[config.mk]
export PLATFORM = sky130hd
export DESIGN_NAME = rcinit_top
export DESIGN_NICKNAME = d
export VERILOG_FILES = /design/src/shared/rcinit_pkg.sv /design/src/rcinit_sync.sv /design/src/rcinit_cause.sv /design/src/rcinit_top.sv
export VERILOG_INCLUDE_DIRS = /design/src /design/src/shared
export SDC_FILE = /design/constraint.sdc
export NUM_CORES = 1
export LEC_CHECK = 0
export BUFFER_PORTS_ARGS = -buffer_cell sky130_fd_sc_hd__buf_2
export CORE_MARGIN = 10
export CORE_UTILIZATION = 53
export CTS_BUF_LIST = sky130_fd_sc_hd__clkbuf_8 sky130_fd_sc_hd__clkbuf_16
export CTS_CLUSTER_SIZE = 40
export DETAILED_ROUTE_END_ITERATION = 8
export PLACE_DENSITY = 0.91
export SLEW_MARGIN = 15
export SYNTH_ARGS = -nofsm -noshare
export SYNTH_HDL_FRONTEND = slang
export SYNTH_SLANG_ARGS = --single-unit
[constraint.sdc]
create_clock -name clock_in -period 1.8 [get_ports clock_in]
set_input_delay 0.18 -clock clock_in [delete_from_list [all_inputs] [get_ports clock_in]]
set_output_delay 0.18 -clock clock_in [all_outputs]
set_load 0.05 [all_outputs]
[src/shared/rcinit_cfg.svh]
// Offsets, reset values and load patterns for reset-cause init
`ifndef RCINIT_CFG_SVH
`define RCINIT_CFG_SVH

// ==========================================================
// Register offsets
`define RCI_ADDR_POWER_CONTROL_STATUS      9'h08e
`define RCI_ADDR_SSP       9'h093
`define RCI_ADDR_IRQ_STS   9'h0a0
`define RCI_ADDR_IRQ_MSK   9'h0a1
`define RCI_ADDR_CAUSE     9'h0a2

// ==========================================================
// Reset values and fixed codes
`define RCI_POWER_CONTROL_STATUS_RST       4'h4
`define RCI_POWER_CONTROL_STATUS_IMPL      4'hf
`define RCI_SERIAL_SLAVE_ADDRESS_COLD    8'h00
`define RCI_SERIAL_SLAVE_ADDRESS_WARM    8'hff
`define RCI_SERIAL_ADDRESS_MASK_RST     8'hff
`define RCI_SSP_MASK_MODE  4'h9
`define RCI_PC_ZERO        13'h0000
`define RCI_PC_ONE         13'h0001
`define RCI_IRQ_VECTOR     13'h0004
`define RCI_IRQ_BIT0_OFF   8'hfe

// ==========================================================
// Status and power control patterns: new = (old & AND) | OR
`define RCI_ST_AND_POR     8'h07
`define RCI_ST_OR_POR      8'h18
`define RCI_PC_AND_POR     4'h1
`define RCI_PC_OR_POR      4'h4
`define RCI_ST_AND_MRUN    8'h1f
`define RCI_ST_OR_MRUN     8'h00
`define RCI_ST_AND_MSLP    8'h07
`define RCI_ST_OR_MSLP     8'h10
`define RCI_ST_AND_WRST    8'h0f
`define RCI_ST_OR_WRST     8'h00
`define RCI_PC_AND_WARM    4'h7
`define RCI_PC_OR_WARM     4'h0
`define RCI_ST_AND_WWAKE   8'he7
`define RCI_ST_OR_WWAKE    8'h00
`define RCI_ST_AND_BOR     8'h07
`define RCI_ST_OR_BOR      8'h18
`define RCI_PC_AND_BOR     4'h2
`define RCI_PC_OR_BOR      4'h4
`define RCI_ST_AND_IWAKE   8'he7
`define RCI_ST_OR_IWAKE    8'h10
`define RCI_PC_AND_KEEP    4'hf
`define RCI_PC_OR_KEEP     4'h0

`endif

[src/shared/rcinit_pkg.sv]
// Types shared by the reset-cause init block
package rcinit_pkg;

  // ==========================================================
  // Recorded cause of the last reset or wake-up
  typedef enum logic [2:0] {
    RCI_NONE       = 3'h0,
    RCI_POR        = 3'h1,
    RCI_EXTERNAL_RESET_PIN_RUN   = 3'h2,
    RCI_EXTERNAL_RESET_PIN_SLEEP = 3'h3,
    RCI_WDT_RST    = 3'h4,
    RCI_WDT_WAKE   = 3'h5,
    RCI_BOR        = 3'h6,
    RCI_IRQ_WAKE   = 3'h7
  } rcinit_cause_t;

  // Vector redirect sequencer, Gray coded
  typedef enum logic [1:0] {
    RCI_ST_IDLE = 2'b00,
    RCI_ST_VEC  = 2'b01
  } rcinit_fsm_t;

  // All state of the top module
  typedef struct packed {
    logic [3:0]    power_control_status;
    logic [7:0]    ssp_addr;
    logic [7:0]    ssp_mask;
    logic [7:0]    irq_sts;
    logic [7:0]    irq_msk;
    rcinit_cause_t last_cause;
    rcinit_fsm_t   fsm;
    logic [7:0]    rdata;
    logic          pc_load;
    logic [12:0]   pc_value;
    logic          st_load;
    logic [7:0]    st_value;
    logic          pin_prev;
  } rcinit_state_t;

endpackage

[src/rcinit_sync.sv]
// Two-stage synchroniser for the external reset pin
`timescale 1ns/1ps
`default_nettype none

module rcinit_sync (
  input  wire logic clock_in,
  input  wire logic rst_in,
  input  wire logic async_in,
  output logic      sync_out
);

  logic meta;

  // ==========================================================
  // Capture; the first stage feeds only the second stage
  always_ff @(posedge clock_in) begin
    if (rst_in) begin
      meta     <= 1'b1;
      sync_out <= 1'b1;
    end else begin
      meta     <= async_in;
      sync_out <= meta;
    end
  end

endmodule
`default_nettype wire

[src/rcinit_cause.sv]
// Priority encoder that turns detector events into one reset cause
`timescale 1ns/1ps
`default_nettype none

module rcinit_cause
  import rcinit_pkg::*;
(
  input  wire logic    por_det_in,
  input  wire logic    bor_det_in,
  input  wire logic    pin_reset_in,
  input  wire logic    wdt_timeout_in,
  input  wire logic    irq_wake_in,
  input  wire logic    sleeping_in,
  output rcinit_cause_t cause_out
);

  // ==========================================================
  // Deep supply loss outranks brown-out, which outranks the pin
  always_comb begin
    cause_out = RCI_NONE;
    if (por_det_in) begin
      cause_out = RCI_POR;
    end else if (bor_det_in) begin
      cause_out = RCI_BOR;
    end else if (pin_reset_in) begin
      cause_out = sleeping_in ? RCI_EXTERNAL_RESET_PIN_SLEEP : RCI_EXTERNAL_RESET_PIN_RUN;
    end else if (wdt_timeout_in) begin
      cause_out = sleeping_in ? RCI_WDT_WAKE : RCI_WDT_RST;
    end else if (irq_wake_in && sleeping_in) begin
      cause_out = RCI_IRQ_WAKE; // Only a sleeping core can be woken
    end
  end

endmodule
`default_nettype wire

[src/rcinit_top.sv]
// Reset-cause dependent loading of program counter, status and power control
//
// How it works
// - A power-on reset loads PC 000h, status 0001 1xxx and power control 010x.
// - A pin reset while running clears PC, the top three status bits and power control bit 3.
// - A pin reset in sleep clears PC, sets status to 0001 0uuu and clears power control bit 3.
// - An interrupt wake loads PC+1, sets status bits 4:3 to 10 and leaves power control alone.
// - With the global enable set, an interrupt wake later loads the vector 0004h after one step.
// - Power control bit 0 is cleared by brown-out only and kept by every other cause.
// - The address mask shares offset 93h and is reached only while the mode field is 1001.
// - Unimplemented bits always read as zero.
// - A power-on event outranks brown-out and pin resets arriving with it.
//
// Added by the designer: the plain strobed port.
`timescale 1ns/1ps
`default_nettype none
`include "rcinit_cfg.svh"

module rcinit_top
  import rcinit_pkg::*;
(
  input  wire logic        clock_in,
  input  wire logic        rst_in,
  input  wire logic        por_det_in,
  input  wire logic        bor_det_in,
  input  wire logic        external_reset_pin_n_in,
  input  wire logic        watchdog_timer_timeout_in,
  input  wire logic        irq_wake_in,
  input  wire logic        sleeping_in,
  input  wire logic        global_irq_enable_in,
  input  wire logic        instr_done_in,
  input  wire logic [12:0] pc_in,
  input  wire logic [7:0]  status_in,
  input  wire logic [3:0]  serial_port_mode_field_in,
  input  wire logic [8:0]  addr_in,
  input  wire logic [7:0]  wdata_in,
  input  wire logic        wr_in,
  input  wire logic        rd_in,
  output logic [7:0]       rdata_out,
  output logic             pc_load_out,
  output logic [12:0]      pc_value_out,
  output logic             status_load_out,
  output logic [7:0]       status_value_out,
  output logic [3:0]       power_control_status_out,
  output logic [7:0]       serial_slave_address_out,
  output logic [7:0]       serial_address_mask_out,
  output logic             irq_out
);

  rcinit_state_t r;
  rcinit_state_t next_r;
  rcinit_cause_t cause;
  logic          pin_sync;
  logic          pin_fall;
  logic          mask_sel;
  logic [7:0]    st_and;
  logic [7:0]    st_or;
  logic [3:0]    pc_and;
  logic [3:0]    pc_or;

  // ==========================================================
  // Pin synchroniser and cause encoder
  rcinit_sync rcinit_sync_inst (
    .clock_in (clock_in),
    .rst_in   (rst_in),
    .async_in (external_reset_pin_n_in),
    .sync_out (pin_sync)
  );

  // Pin reset is taken on the falling edge of the synchronised level
  assign pin_fall = r.pin_prev & ~pin_sync;

  rcinit_cause rcinit_cause_inst (
    .por_det_in     (por_det_in),
    .bor_det_in     (bor_det_in),
    .pin_reset_in   (pin_fall),
    .wdt_timeout_in (watchdog_timer_timeout_in),
    .irq_wake_in    (irq_wake_in),
    .sleeping_in    (sleeping_in),
    .cause_out      (cause)
  );

  // ==========================================================
  // Pattern table, one set per cause
  always_comb begin
    st_and = 8'hff;
    st_or  = 8'h00;
    pc_and = `RCI_PC_AND_KEEP;
    pc_or  = `RCI_PC_OR_KEEP;
    case (cause)
      RCI_POR: begin
        st_and = `RCI_ST_AND_POR;
        st_or  = `RCI_ST_OR_POR;
        pc_and = `RCI_PC_AND_POR;
        pc_or  = `RCI_PC_OR_POR;
      end
      RCI_EXTERNAL_RESET_PIN_RUN: begin
        st_and = `RCI_ST_AND_MRUN;
        st_or  = `RCI_ST_OR_MRUN;
        pc_and = `RCI_PC_AND_WARM;
        pc_or  = `RCI_PC_OR_WARM;
      end
      RCI_EXTERNAL_RESET_PIN_SLEEP: begin
        st_and = `RCI_ST_AND_MSLP;
        st_or  = `RCI_ST_OR_MSLP;
        pc_and = `RCI_PC_AND_WARM;
        pc_or  = `RCI_PC_OR_WARM;
      end
      RCI_WDT_RST: begin
        st_and = `RCI_ST_AND_WRST;
        st_or  = `RCI_ST_OR_WRST;
        pc_and = `RCI_PC_AND_WARM;
        pc_or  = `RCI_PC_OR_WARM;
      end
      RCI_WDT_WAKE: begin
        st_and = `RCI_ST_AND_WWAKE;
        st_or  = `RCI_ST_OR_WWAKE;
      end
      RCI_BOR: begin
        st_and = `RCI_ST_AND_BOR;
        st_or  = `RCI_ST_OR_BOR;
        pc_and = `RCI_PC_AND_BOR;
        pc_or  = `RCI_PC_OR_BOR;
      end
      RCI_IRQ_WAKE: begin
        st_and = `RCI_ST_AND_IWAKE;
        st_or  = `RCI_ST_OR_IWAKE;
      end
      default: begin
        st_and = 8'hff;
      end
    endcase
  end

  // Mask shares its offset with the slave address
  assign mask_sel = (serial_port_mode_field_in == `RCI_SSP_MASK_MODE);

  // ==========================================================
  // Next-state logic
  always_comb begin
    next_r          = r;
    next_r.pin_prev = pin_sync;
    next_r.pc_load  = 1'b0;
    next_r.st_load  = 1'b0;
    next_r.rdata    = 8'h00;

    // Software writes; a hardware set below still wins over a clear
    if (wr_in) begin
      if (addr_in == `RCI_ADDR_POWER_CONTROL_STATUS) begin
        next_r.power_control_status = wdata_in[3:0] & `RCI_POWER_CONTROL_STATUS_IMPL;
      end else if (addr_in == `RCI_ADDR_SSP) begin
        if (mask_sel) begin
          next_r.ssp_mask = wdata_in;
        end else begin
          next_r.ssp_addr = wdata_in;
        end
      end else if (addr_in == `RCI_ADDR_IRQ_STS) begin
        next_r.irq_sts = r.irq_sts & ~wdata_in;
      end else if (addr_in == `RCI_ADDR_IRQ_MSK) begin
        next_r.irq_msk = wdata_in & `RCI_IRQ_BIT0_OFF;
      end
    end

    // Reads: unmapped offsets and unused bits answer zero
    if (rd_in) begin
      if (addr_in == `RCI_ADDR_POWER_CONTROL_STATUS) begin
        next_r.rdata = {4'h0, r.power_control_status};
      end else if (addr_in == `RCI_ADDR_SSP) begin
        next_r.rdata = mask_sel ? r.ssp_mask : r.ssp_addr;
      end else if (addr_in == `RCI_ADDR_IRQ_STS) begin
        next_r.rdata = r.irq_sts;
      end else if (addr_in == `RCI_ADDR_IRQ_MSK) begin
        next_r.rdata = r.irq_msk;
      end else if (addr_in == `RCI_ADDR_CAUSE) begin
        next_r.rdata = {5'h00, r.last_cause};
      end
    end

    // One value set per register from the recognised cause
    if (cause != RCI_NONE) begin
      next_r.last_cause = cause;
      next_r.irq_sts[cause] = 1'b1;
      next_r.st_load  = 1'b1;
      next_r.st_value = (status_in & st_and) | st_or;
      next_r.power_control_status     = (r.power_control_status & pc_and) | pc_or;
      next_r.pc_load  = 1'b1;
      next_r.fsm      = RCI_ST_IDLE;
      if (cause == RCI_WDT_WAKE || cause == RCI_IRQ_WAKE) begin
        next_r.pc_value = pc_in + `RCI_PC_ONE;
        if (cause == RCI_IRQ_WAKE && global_irq_enable_in) begin
          next_r.fsm = RCI_ST_VEC;
        end
      end else begin
        next_r.pc_value = `RCI_PC_ZERO;
        if (cause == RCI_POR) begin
          next_r.ssp_addr = `RCI_SERIAL_SLAVE_ADDRESS_COLD;
          next_r.ssp_mask = `RCI_SERIAL_ADDRESS_MASK_RST;
        end else begin
          next_r.ssp_addr = `RCI_SERIAL_SLAVE_ADDRESS_WARM;
          next_r.ssp_mask = `RCI_SERIAL_ADDRESS_MASK_RST;
        end
      end
    end else begin
      case (r.fsm)
        RCI_ST_VEC: begin
          // Vector is taken only after the woken instruction retires
          if (instr_done_in) begin
            next_r.pc_load  = 1'b1;
            next_r.pc_value = `RCI_IRQ_VECTOR;
            next_r.fsm      = RCI_ST_IDLE;
          end
        end
        default: begin
          next_r.fsm = RCI_ST_IDLE;
        end
      endcase
    end
  end

  // ==========================================================
  // State register
  always_ff @(posedge clock_in) begin
    if (rst_in) begin
      r <= '{power_control_status: `RCI_POWER_CONTROL_STATUS_RST, ssp_addr: `RCI_SERIAL_SLAVE_ADDRESS_COLD,
             ssp_mask: `RCI_SERIAL_ADDRESS_MASK_RST, irq_sts: 8'h00, irq_msk: 8'h00,
             last_cause: RCI_NONE, fsm: RCI_ST_IDLE, rdata: 8'h00,
             pc_load: 1'b0, pc_value: `RCI_PC_ZERO, st_load: 1'b0,
             st_value: 8'h00, pin_prev: 1'b1};
    end else begin
      r <= next_r;
    end
  end

  // ==========================================================
  // Outputs
  assign rdata_out                = r.rdata;
  assign pc_load_out              = r.pc_load;
  assign pc_value_out             = r.pc_value;
  assign status_load_out          = r.st_load;
  assign status_value_out         = r.st_value;
  assign power_control_status_out = r.power_control_status;
  assign serial_slave_address_out = r.ssp_addr;
  assign serial_address_mask_out  = r.ssp_mask;
  assign irq_out                  = |(r.irq_sts & r.irq_msk);

  // ==========================================================
  // Checks
  a_por_values: assert property (@(posedge clock_in) disable iff (rst_in)
    cause == RCI_POR |=> pc_load_out && pc_value_out == 13'h0000
      && status_value_out[7:3] == 5'h03 && power_control_status_out[3:1] == 3'h2)
    else $error("power-on values wrong");

  a_pin_run: assert property (@(posedge clock_in) disable iff (rst_in)
    cause == RCI_EXTERNAL_RESET_PIN_RUN |=> pc_value_out == 13'h0000
      && status_value_out == {3'h0, $past(status_in[4:0])}
      && power_control_status_out == {1'b0, $past(r.power_control_status[2:0])})
    else $error("run pin reset values wrong");

  a_pin_sleep: assert property (@(posedge clock_in) disable iff (rst_in)
    cause == RCI_EXTERNAL_RESET_PIN_SLEEP |=> pc_value_out == 13'h0000
      && status_value_out[7:3] == 5'h02 && !power_control_status_out[3])
    else $error("sleep pin reset values wrong");

  a_irq_wake: assert property (@(posedge clock_in) disable iff (rst_in)
    cause == RCI_IRQ_WAKE |=> pc_value_out == $past(pc_in) + 13'h0001
      && status_value_out[4:3] == 2'b10 && $stable(power_control_status_out))
    else $error("interrupt wake values wrong");

  a_vector_load: assert property (@(posedge clock_in) disable iff (rst_in)
    (cause == RCI_IRQ_WAKE && global_irq_enable_in) ##1
      (instr_done_in && cause == RCI_NONE) |=> pc_load_out && pc_value_out == 13'h0004)
    else $error("vector not loaded after wake");

  a_bor_bit: assert property (@(posedge clock_in) disable iff (rst_in)
    cause != RCI_NONE && cause != RCI_BOR && cause != RCI_POR
      |=> power_control_status_out[0] == $past(r.power_control_status[0]))
    else $error("brown-out flag disturbed");

  a_mask_gate: assert property (@(posedge clock_in) disable iff (rst_in)
    rd_in && addr_in == 9'h093 && serial_port_mode_field_in != 4'h9
      |=> rdata_out == $past(r.ssp_addr))
    else $error("mask reachable outside mode");

  a_power_control_status_upper: assert property (@(posedge clock_in) disable iff (rst_in)
    $past(rd_in) && $past(addr_in) == 9'h08e |-> rdata_out[7:4] == 4'h0)
    else $error("unimplemented bits not zero");

  a_por_wins: assert property (@(posedge clock_in) disable iff (rst_in)
    por_det_in |-> cause == RCI_POR)
    else $error("power-on lost priority");

  a_cause_rec: assert property (@(posedge clock_in) disable iff (rst_in)
    cause != RCI_NONE |=> r.last_cause == $past(cause) && status_load_out)
    else $error("cause not recorded");

  a_wdt_wake: assert property (@(posedge clock_in) disable iff (rst_in)
    cause == RCI_WDT_WAKE |=> status_value_out[4:3] == 2'b00
      && pc_value_out == $past(pc_in) + 13'h0001)
    else $error("watchdog wake values wrong");

endmodule
`default_nettype wire

==> results, run 1 <==
- The number of I/O port buffers is around 110.
- Dividing total power by cell area gives a power density of 823 nW/um^2.
- The total inserted antenna cells is 0.
- Setup violations remaining at the end of the flow were counted as 0.
- Across the run, the number of max-cap violations was 0.
- No sink is reached through more buffers than the 2 on the longest clock path.
- The critical path is of the reg2out type.
- Relative to the synthesized area, the layout overhead comes to 12.7%.
- The net count of the mapped netlist is 472.
- The register bit count reported by yosys is 73.
- The final net count is 534.
- Cells fill 60.5% of the core in the end.
- In this run the cell area of the synthesized design comes to between 3000 and 4000 sq um.
- The commonest register cell after synthesis is sky130_fd_sc_hd__dfxtp_1.
- The clock-pin slew on the worst setup and hold paths is 80 ps.
- The count of flip-flops with a built-in enable after synthesis is 0.
- The post-detailed-route count of antenna-violating nets is 0.
- The critical-path maximum fanout is 3.
- Summing internal, switching and leakage power gives roughly 3.6 mW.
- The detailed-placement wirelength estimate is 7.90 mm.
- The share of final-layout standard cells stronger than drive strength 1 is 31.7%.
- Counting flops with an async set or reset pin after synthesis yields a share of 0%.
- The wire length after detailed routing is 10.0 mm.
- The met3 track utilization from global routing is approximately 7.6%.
- The most common cell after layout, fill and taps aside is sky130_fd_sc_hd__buf_2.
- TritonCTS created 9 clock buffers.
- Clock latency on the worst-skew pair, taken at its later pin, is 350 ps.
- After detailed routing, the average wire length per cell comes to approximately 17 microns.
- The peak-usage layer in the global routing report is met2.
- In this run the clock root is driven by a sky130_fd_sc_hd__clkbuf_8.
- The achievable clock frequency is 0.618 GHz.
- Global routing consumed, on the met2 layer, 29.6% of the routing resources.
- The slew at the pin closest to its max-slew limit is 587 ps.
- The post-synthesis cell count is 417.
- The slowest library cell on the worst path is sky130_fd_sc_hd__dfxtp_1.
- The worst hold path belongs to the class in2reg.
- Each instance of the synthesized netlist takes up on average 9.23 sq um.
- Headroom to the max-slew limit came out at 60.6%.
- The cell row count is 31.
- For this run, the number of standard cells in the final layout without fillers is 582.
- The count of final max-slew check failures is 0.
- The leakage power figure is around 2.0 nW.
- The final total negative setup slack is 0 ps.
- The number of hold violations in the final report is 0.
- The count of unique library cells instantiated by Yosys is slightly below 60.
- The finished cells cover about 4300 sq um.
- The met1 routing resource usage after global routing is around a fifth.
- The arrival time reported for the critical path endpoint is between 1000 and 1500 ps.
- The proportion of synthesized chip area in sequential cells is a little under two fifths.
- Between clock sinks in the finished design, the worst skew comes to 9.09 ps.
- The routed via count divided by cell count is 5.66.
- The number of warning messages in the yosys log is 0.
- In the routed design, unresolved DRC markers number 0.
- For this block, the via count after detailed routing is 3293.
- The number of clock sinks is 73.
- The die covers approximately 11000 sq um.
- Subtracting the final worst setup slack from the clock period gives around 1600 ps.
- The worst setup path is captured at an output port.
- For this block, the initial DRC count from the detailed router was 198.
- The flow ran to the end, and the final reports show no timing, DRC or antenna violations.
- The die span in x is ~110 microns.
- On the worst path, the slowest cell contributes a delay of 340 ps.
- The region available for standard cell placement spans 7180 sq um.
- The placed cell count is 566.
- The die height is approximately 110 microns.
- In the layout the commonest cells are sky130_fd_sc_hd__buf_2 (105), sky130_fd_sc_hd__dfxtp_1 (73), sky130_fd_sc_hd__mux2i_1 (36).
- The clock tree from TritonCTS is done.
- The type of origin of the critical path is a register.
- The highest ir drop seen on vdd is about 550 uV.
- The largest net degree at the start of global routing is 20.
- The number of setup buffers added after CTS is 0.
- The final critical path takes up 90.0% of the cycle.
- For this run, the total global-route usage over all layers was measured as between 15 and 20%.
- Setup repair after global routing left no endpoint under its margin.
- The placed standard-cell area is 4110 sq um.
- At the end of routability-driven placement, the weighted congestion stood at 0.900.
- The required time of the worst setup path is 1620 ps.
- The detailed-router iteration count before antenna repair is 5.
- The critical path goes through a222oi_1 -> nand3_1 -> buf_2.
- The top-level port count is 106.
- CTS built an H-tree with a depth of 3.
- For this run the aggregate overflow at the end of global routing stands at 0.
- The first global-routing pass estimated 16.3 mm of wire.
- For this configuration, the core starts out at a cell density of 53.7%.
- The initial antenna violation count came to 0.
- The number of global-route vias before repair is 3348.
==> per-layer routing <==
metal	part of all wire, %	routed length (microns)
met5	0	0
met4	1.3	130
met3	10	1010
met2	47	4690
met1	42	4160
==> critical path: cells and delay by family, from the launching register on <==
kind	cells	cell delay, ps
buf+inv	1	250
flops	1	340
simple gates	1	160
compound gates	1	340
==> what timing repair did <==
item | CTS | global route
endpoints found under the hold margin | 1 | 0
gates resized for setup | 0 | 0
hold buffers | 1 | 0
==> cell type report <==
type                    count  area, sq um
clock inverters             5         80.1
well taps                  99          124
clock buffers              10          138
repair buffers            119          633
multi-input cells         265         1860
flip-flops and latches     73         1460
inverters                  11         41.3
fillers                   612         2840
==> metrics by stage <==
| step | setup slack, ps | hold slack [ps] |
|---|---|---|
| 2_1_floorplan | 364 | 267 |
| 3_3_place_gp | 239 | 367 |
| 3_5_place_dp | 211 | 369 |
| 4_1_cts | 182 | 43.2 |
| 5_1_grt | 62.9 | 59.5 |
| 6_report | 181 | 57.7 |
==> report_power, final <==
part	internal (mW)	switching [mW]
Clock	0.807	0.598
Sequential	1.66	0.0276
Combinational	0.163	0.319
==> state kept, by name, summed over array words and instances (netlist names) <==
| signal | count |
|---|---|
| pc_load_out | 1 |
| pc_value_out | 13 |
| power_control_status_out | 4 |
| r | 20 |
| rcinit_sync_inst.meta | 1 |
| rcinit_sync_inst.sync_out | 1 |
| rdata_out | 8 |
| serial_address_mask_out | 8 |
| serial_slave_address_out | 8 |
| status_load_out | 1 |
| status_value_out | 8 |
==> cells by family (layout without fill, tap and decap cells) <==
logic type	count (synthesis)	in the layout	share of synthesized area [%]
AND/OR/NAND/NOR	122	122	19.0
flip-flops	73	73	38.0
AO/OA/AOI/OAI	95	95	17.0
XOR/XNOR	9	9	2.05
buffers and inverters	79	145	13.6
multiplexers	38	38	9.94
adder cells (fa/ha/maj)	1	1	0.325
==> synth_stat cells (6+ instances only) <==
cell type                  instances  area share, %
sky130_fd_sc_hd__a21oi_1          19            2.5
sky130_fd_sc_hd__a22oi_1           8            1.6
sky130_fd_sc_hd__buf_2             6           0.78
sky130_fd_sc_hd__buf_4            51            9.9
sky130_fd_sc_hd__clkbuf_1          7           0.68
sky130_fd_sc_hd__dfxtp_1          73             38
sky130_fd_sc_hd__inv_1            11            1.1
sky130_fd_sc_hd__mux2i_1          36            9.4
sky130_fd_sc_hd__nand2_1          21            2.0
sky130_fd_sc_hd__nand3_1          18            2.3
sky130_fd_sc_hd__nor2_1           27            2.6
sky130_fd_sc_hd__nor3_1           10            1.3
sky130_fd_sc_hd__o21ai_0          21            2.7
==> path summary, 6_finish.rpt <==
path                                  start                          end  slack, ps  cells after the start
setup / recovery                      r[46]                      irq_out        180                      3
hold / removal         global_irq_enable_in                        r[32]         60                      3
setup reg to reg  rcinit_sync_inst.sync_out  serial_slave_address_out[3]        290                      3
hold reg to reg       rcinit_sync_inst.meta    rcinit_sync_inst.sync_out        430                      1
Power figures use the tool's default switching activity.
==> run 2, diff against run 1 <==
==> constraint.sdc (replaced) <==
create_clock -name clock_in -period 1.8 [get_ports clock_in]
set_input_delay 0 -clock clock_in [delete_from_list [all_inputs] [get_ports clock_in]]
set_output_delay 0 -clock clock_in [all_outputs]
set_load 0.05 [all_outputs]
==> run 2 against run 1 <==
Compared with the run above:
- setup slack improved by 93 ps
- cell area increased by 4.6%
- clock skew is essentially flat
- largest power group unchanged
- highest routed layer unchanged
==> results, run 2 (synthesis gave the netlist of run 1 again) <==
- TritonCTS built the clock tree.
- The total of endpoints with negative setup slack in the final report is 0 (unchanged).
- The top-level port count was 106 (unchanged).
- The detailed-router iteration count before antenna repair is 5 (unchanged).
- The critical path goes through and2b_4 -> nor4b_4 -> buf_4 -> o21ai_0 -> a21oi_1.
- The detailed-route DRC error count is 0 (unchanged).
- The leakage power figure was 2.08 nW (+4.6%).
- The global-route wire length before repair is 17.7 mm (+8.6%).
- The share of final-layout standard cells stronger than drive strength 1 is 30.2% (-1.5 points).
- The slew at the pin closest to its max-slew limit is 510 ps (-77.2 ps).
- The worst setup path is captured at a register.
- In this run the critical register-to-register path is launched from rcinit_sync_inst.sync_out.
- The detailed-placement wirelength estimate is 7.94 mm (+0.61%).
- The count of final max-slew check failures is 0 (unchanged).
- The placeable core region came to 7180 sq um (unchanged).
- The initial antenna violation count was 0 (unchanged).
- The maximum cell stage delay along the critical path is 350 ps (about the same).
- The highest ir drop seen on vdd is 642 uV (+18%).
- The number of I/O port buffers is 105 (unchanged).
- The final net count is 550 (+3.0%).
- In this run the most critical hold path is launched from pc_in[1].
- STA classifies the critical path startpoint as a register.
- The part of the power in registers is 44.5% (-2.7 points).
- The relative slew slack is 66.0% (+5.4 points).
- The library cell used most frequently in the layout, excluding fill and tap cells, is sky130_fd_sc_hd__buf_2.
- The number of H-tree levels came to 3 (unchanged).
- The tightest min-delay check is of the in2reg type.
- The clock-pin slew on the worst setup and hold paths is 70 ps (about the same).
- The kind of cell adding the most delay to the critical path is simple AND/OR/NAND/NOR gates.
- The max-capacitance violation count is 0 (unchanged).
- The critical setup path kind is reg2reg.
- In this run the critical register-to-register path is captured at pc_value_out[5].
- The worst-case clock skew is 9.38 ps (+0.297 ps).
- The portion of total power attributed to combinational logic is 13.5% (about the same).
- The sum of internal, switching and leakage power is 3.79 mW (+6.0%).
- The combined buffer and inverter count along the critical path is 1 (unchanged).
- The total clock buffers created by CTS was 9 (unchanged).
- The number of global-route vias before repair was 3647 (+8.9%).
- The cell count of the worst hold path is 4 (+1).
- The number of buffers added for setup after CTS came to 0 (unchanged).
- The number of clock sinks came to 73 (unchanged).
- The portion of total power attributed to the clock network is 41.9% (+2.6 points).
- The total congestion overflow after global routing is 0 (unchanged).
- The worst reg-to-reg path cell count is 5 (+2).
- The total inserted antenna cells is 0 (unchanged).
- The initial cell density of the core is 53.7% (unchanged).
- The global-route usage over all layers is 19.0% (+1.5 points).
- The wire length after detailed routing is 10.6 mm (+6.1%).
- The die height was 105 microns (unchanged).
- The switching component of the power is 952 uW (+0.70%).
- The final cycle utilization of the critical path is 84.8% (-5.1 points).
- The power density over the cells is 834 nW/um^2 (+1.3%).
- The die span in x is 105 microns (unchanged).
- The cell row count is 31 (unchanged).
- The total of hold buffers inserted after clock tree synthesis is 19 (+18).
- The routed via count divided by cell count is 5.72 (+1.1%).
- The number of hold violations in the final report came to 0 (unchanged).
- The flip-flop count of the largest register after layout came to 20 (unchanged).
- The largest net degree at the start of global routing is 24 (+20%).
- The shortest clock period the worst path allows after layout is 1530 ps (-92.5 ps).
- The register with the most flip-flops in the final layout is r.
- The clock latency on the worst-skew pair is 350 ps (about the same).
- The via total after detailed routing is 3428 (+4.1%).
- Compared with the post-synthesis result, the final layout area differs by 18.0%.
- The run finished with clean final reports.
- The largest buffer count on any clock path is 2 (unchanged).
- The most critical setup path has its startpoint at rcinit_sync_inst.sync_out.
- The critical-path maximum fanout is 14 (+11).
- The global placer's final weighted congestion is 0.890 (-1.1%).
- The required time of the worst setup path is 2070 ps (+450 ps).
- The switching share of power came to 25.1% (-1.3 points).
- The number of gates resized after cts is 0 (unchanged).
- The die area is 11100 sq um (unchanged).
- The post-detailed-route count of antenna-violating nets is 0 (unchanged).
- The root cell of the clock tree is sky130_fd_sc_hd__clkbuf_8.
- The arrival time reported for the critical path endpoint is 1800 ps (+360 ps).
- Setup repair after global routing left no endpoint under its margin.
- The detailed-route wire length per cell is 17.7 microns (+3.1%).
- The library cells used most frequently in the layout, excluding fill and tap cells, are sky130_fd_sc_hd__buf_2 (105), sky130_fd_sc_hd__dfxtp_1 (73), sky130_fd_sc_hd__mux2i_1 (36).
- The final total negative setup slack is 0 ps (unchanged).
- The slowest stage of the critical path belongs to the cell sky130_fd_sc_hd__dfxtp_1.
- The achievable clock frequency is 0.655 GHz (+6.1%).
- The worst setup slack for register-to-register paths is 270 ps (-20 ps).
- The internal cell power came to 2.84 mW (+8.0%).
- The DRC violation total after the first TritonRoute iteration came to 179 (-9.6%).
- The worst hold path terminates at pc_value_out[1].
[run 2: changes by cell type in the layout (fill, tap and decap cells not counted)]
cell | before | now
sky130_fd_sc_hd__inv_1 | 11 | 12
sky130_fd_sc_hd__bufinv_16 | 2 | 3
sky130_fd_sc_hd__buf_4 | 13 | 11
sky130_fd_sc_hd__clkbuf_8 | 10 | 11
sky130_fd_sc_hd__dlygate4sd3_1 | 1 | 19
sky130_fd_sc_hd__clkinv_2 | 1 | 0
sky130_fd_sc_hd__clkinvlp_4 | 2 | 0
sky130_fd_sc_hd__clkinv_4 | 0 | 1
[run 2: power groups by stage]
stage | registers [mW] | logic [mW] | clock network (mW)
detailed placement | 1.72 | 0.474 | 0
global placement | 1.72 | 0.461 | 0
floorplan | 1.72 | 0.337 | 0
CTS | 1.68 | 0.508 | 1.60
finish | 1.69 | 0.513 | 1.59
global route | 1.69 | 0.554 | 1.68
[run 2: worst max path at each step]
| stage | endpoint | slack [ps] | cells after the start |
|---|---|---|---|
| floorplan | serial_slave_address_out[0] | 360 | 4 |
| global placement | pc_value_out[5] | 400 | 5 |
| detailed placement | serial_address_mask_out[1] | 310 | 5 |
| CTS | pc_value_out[5] | 290 | 5 |
| global route | pc_value_out[5] | 180 | 5 |
| finish | pc_value_out[5] | 270 | 5 |
[run 2: layout make-up]
type | count | area, sq um
inverter | 11 | 41.3
timing repair buffer | 135 | 798
multi-input combinational | 265 | 1860
sequential | 73 | 1460
tap | 99 | 124
fill | 580 | 2630
clock inverter | 5 | 103
clock buffer | 11 | 151
[run 2: worst min-delay path: stages]
cell and delay [ps]:
sky130_fd_sc_hd__buf_2 90, sky130_fd_sc_hd__ha_1 110, sky130_fd_sc_hd__a32oi_1 50, sky130_fd_sc_hd__nor2_1 80
[run 2: per-layer routing]
| layer | track usage [%] | share of wire [%] | vias to the layer above | routed length [microns] |
|---|---|---|---|---|
| met2 | 32.7 | 48 | 161 | 5120 |
| met5 | 0 | 0 | - | 0 |
| met4 | 6.86 | 2.4 | 0 | 250 |
| met1 | 20.8 | 41 | 1623 | 4310 |
| met3 | 7.49 | 8.7 | 25 | 922 |
| li1 | - | - | 1619 | - |
[run 2: per-stage QoR]
step                      hold slack, ps  setup slack (ps)  area, sq um  std cells  utilization (%)
after floorplan                     87.0               364         3850        417                -
after global placement               204               401         4100        564             57.1
after detailed placement             207               306         4100        564             57.1
after CTS                           15.9               295         4540        599             63.3
after global routing                24.6               175         4540        599             63.3
final                               19.0               273         4540        599             63.3
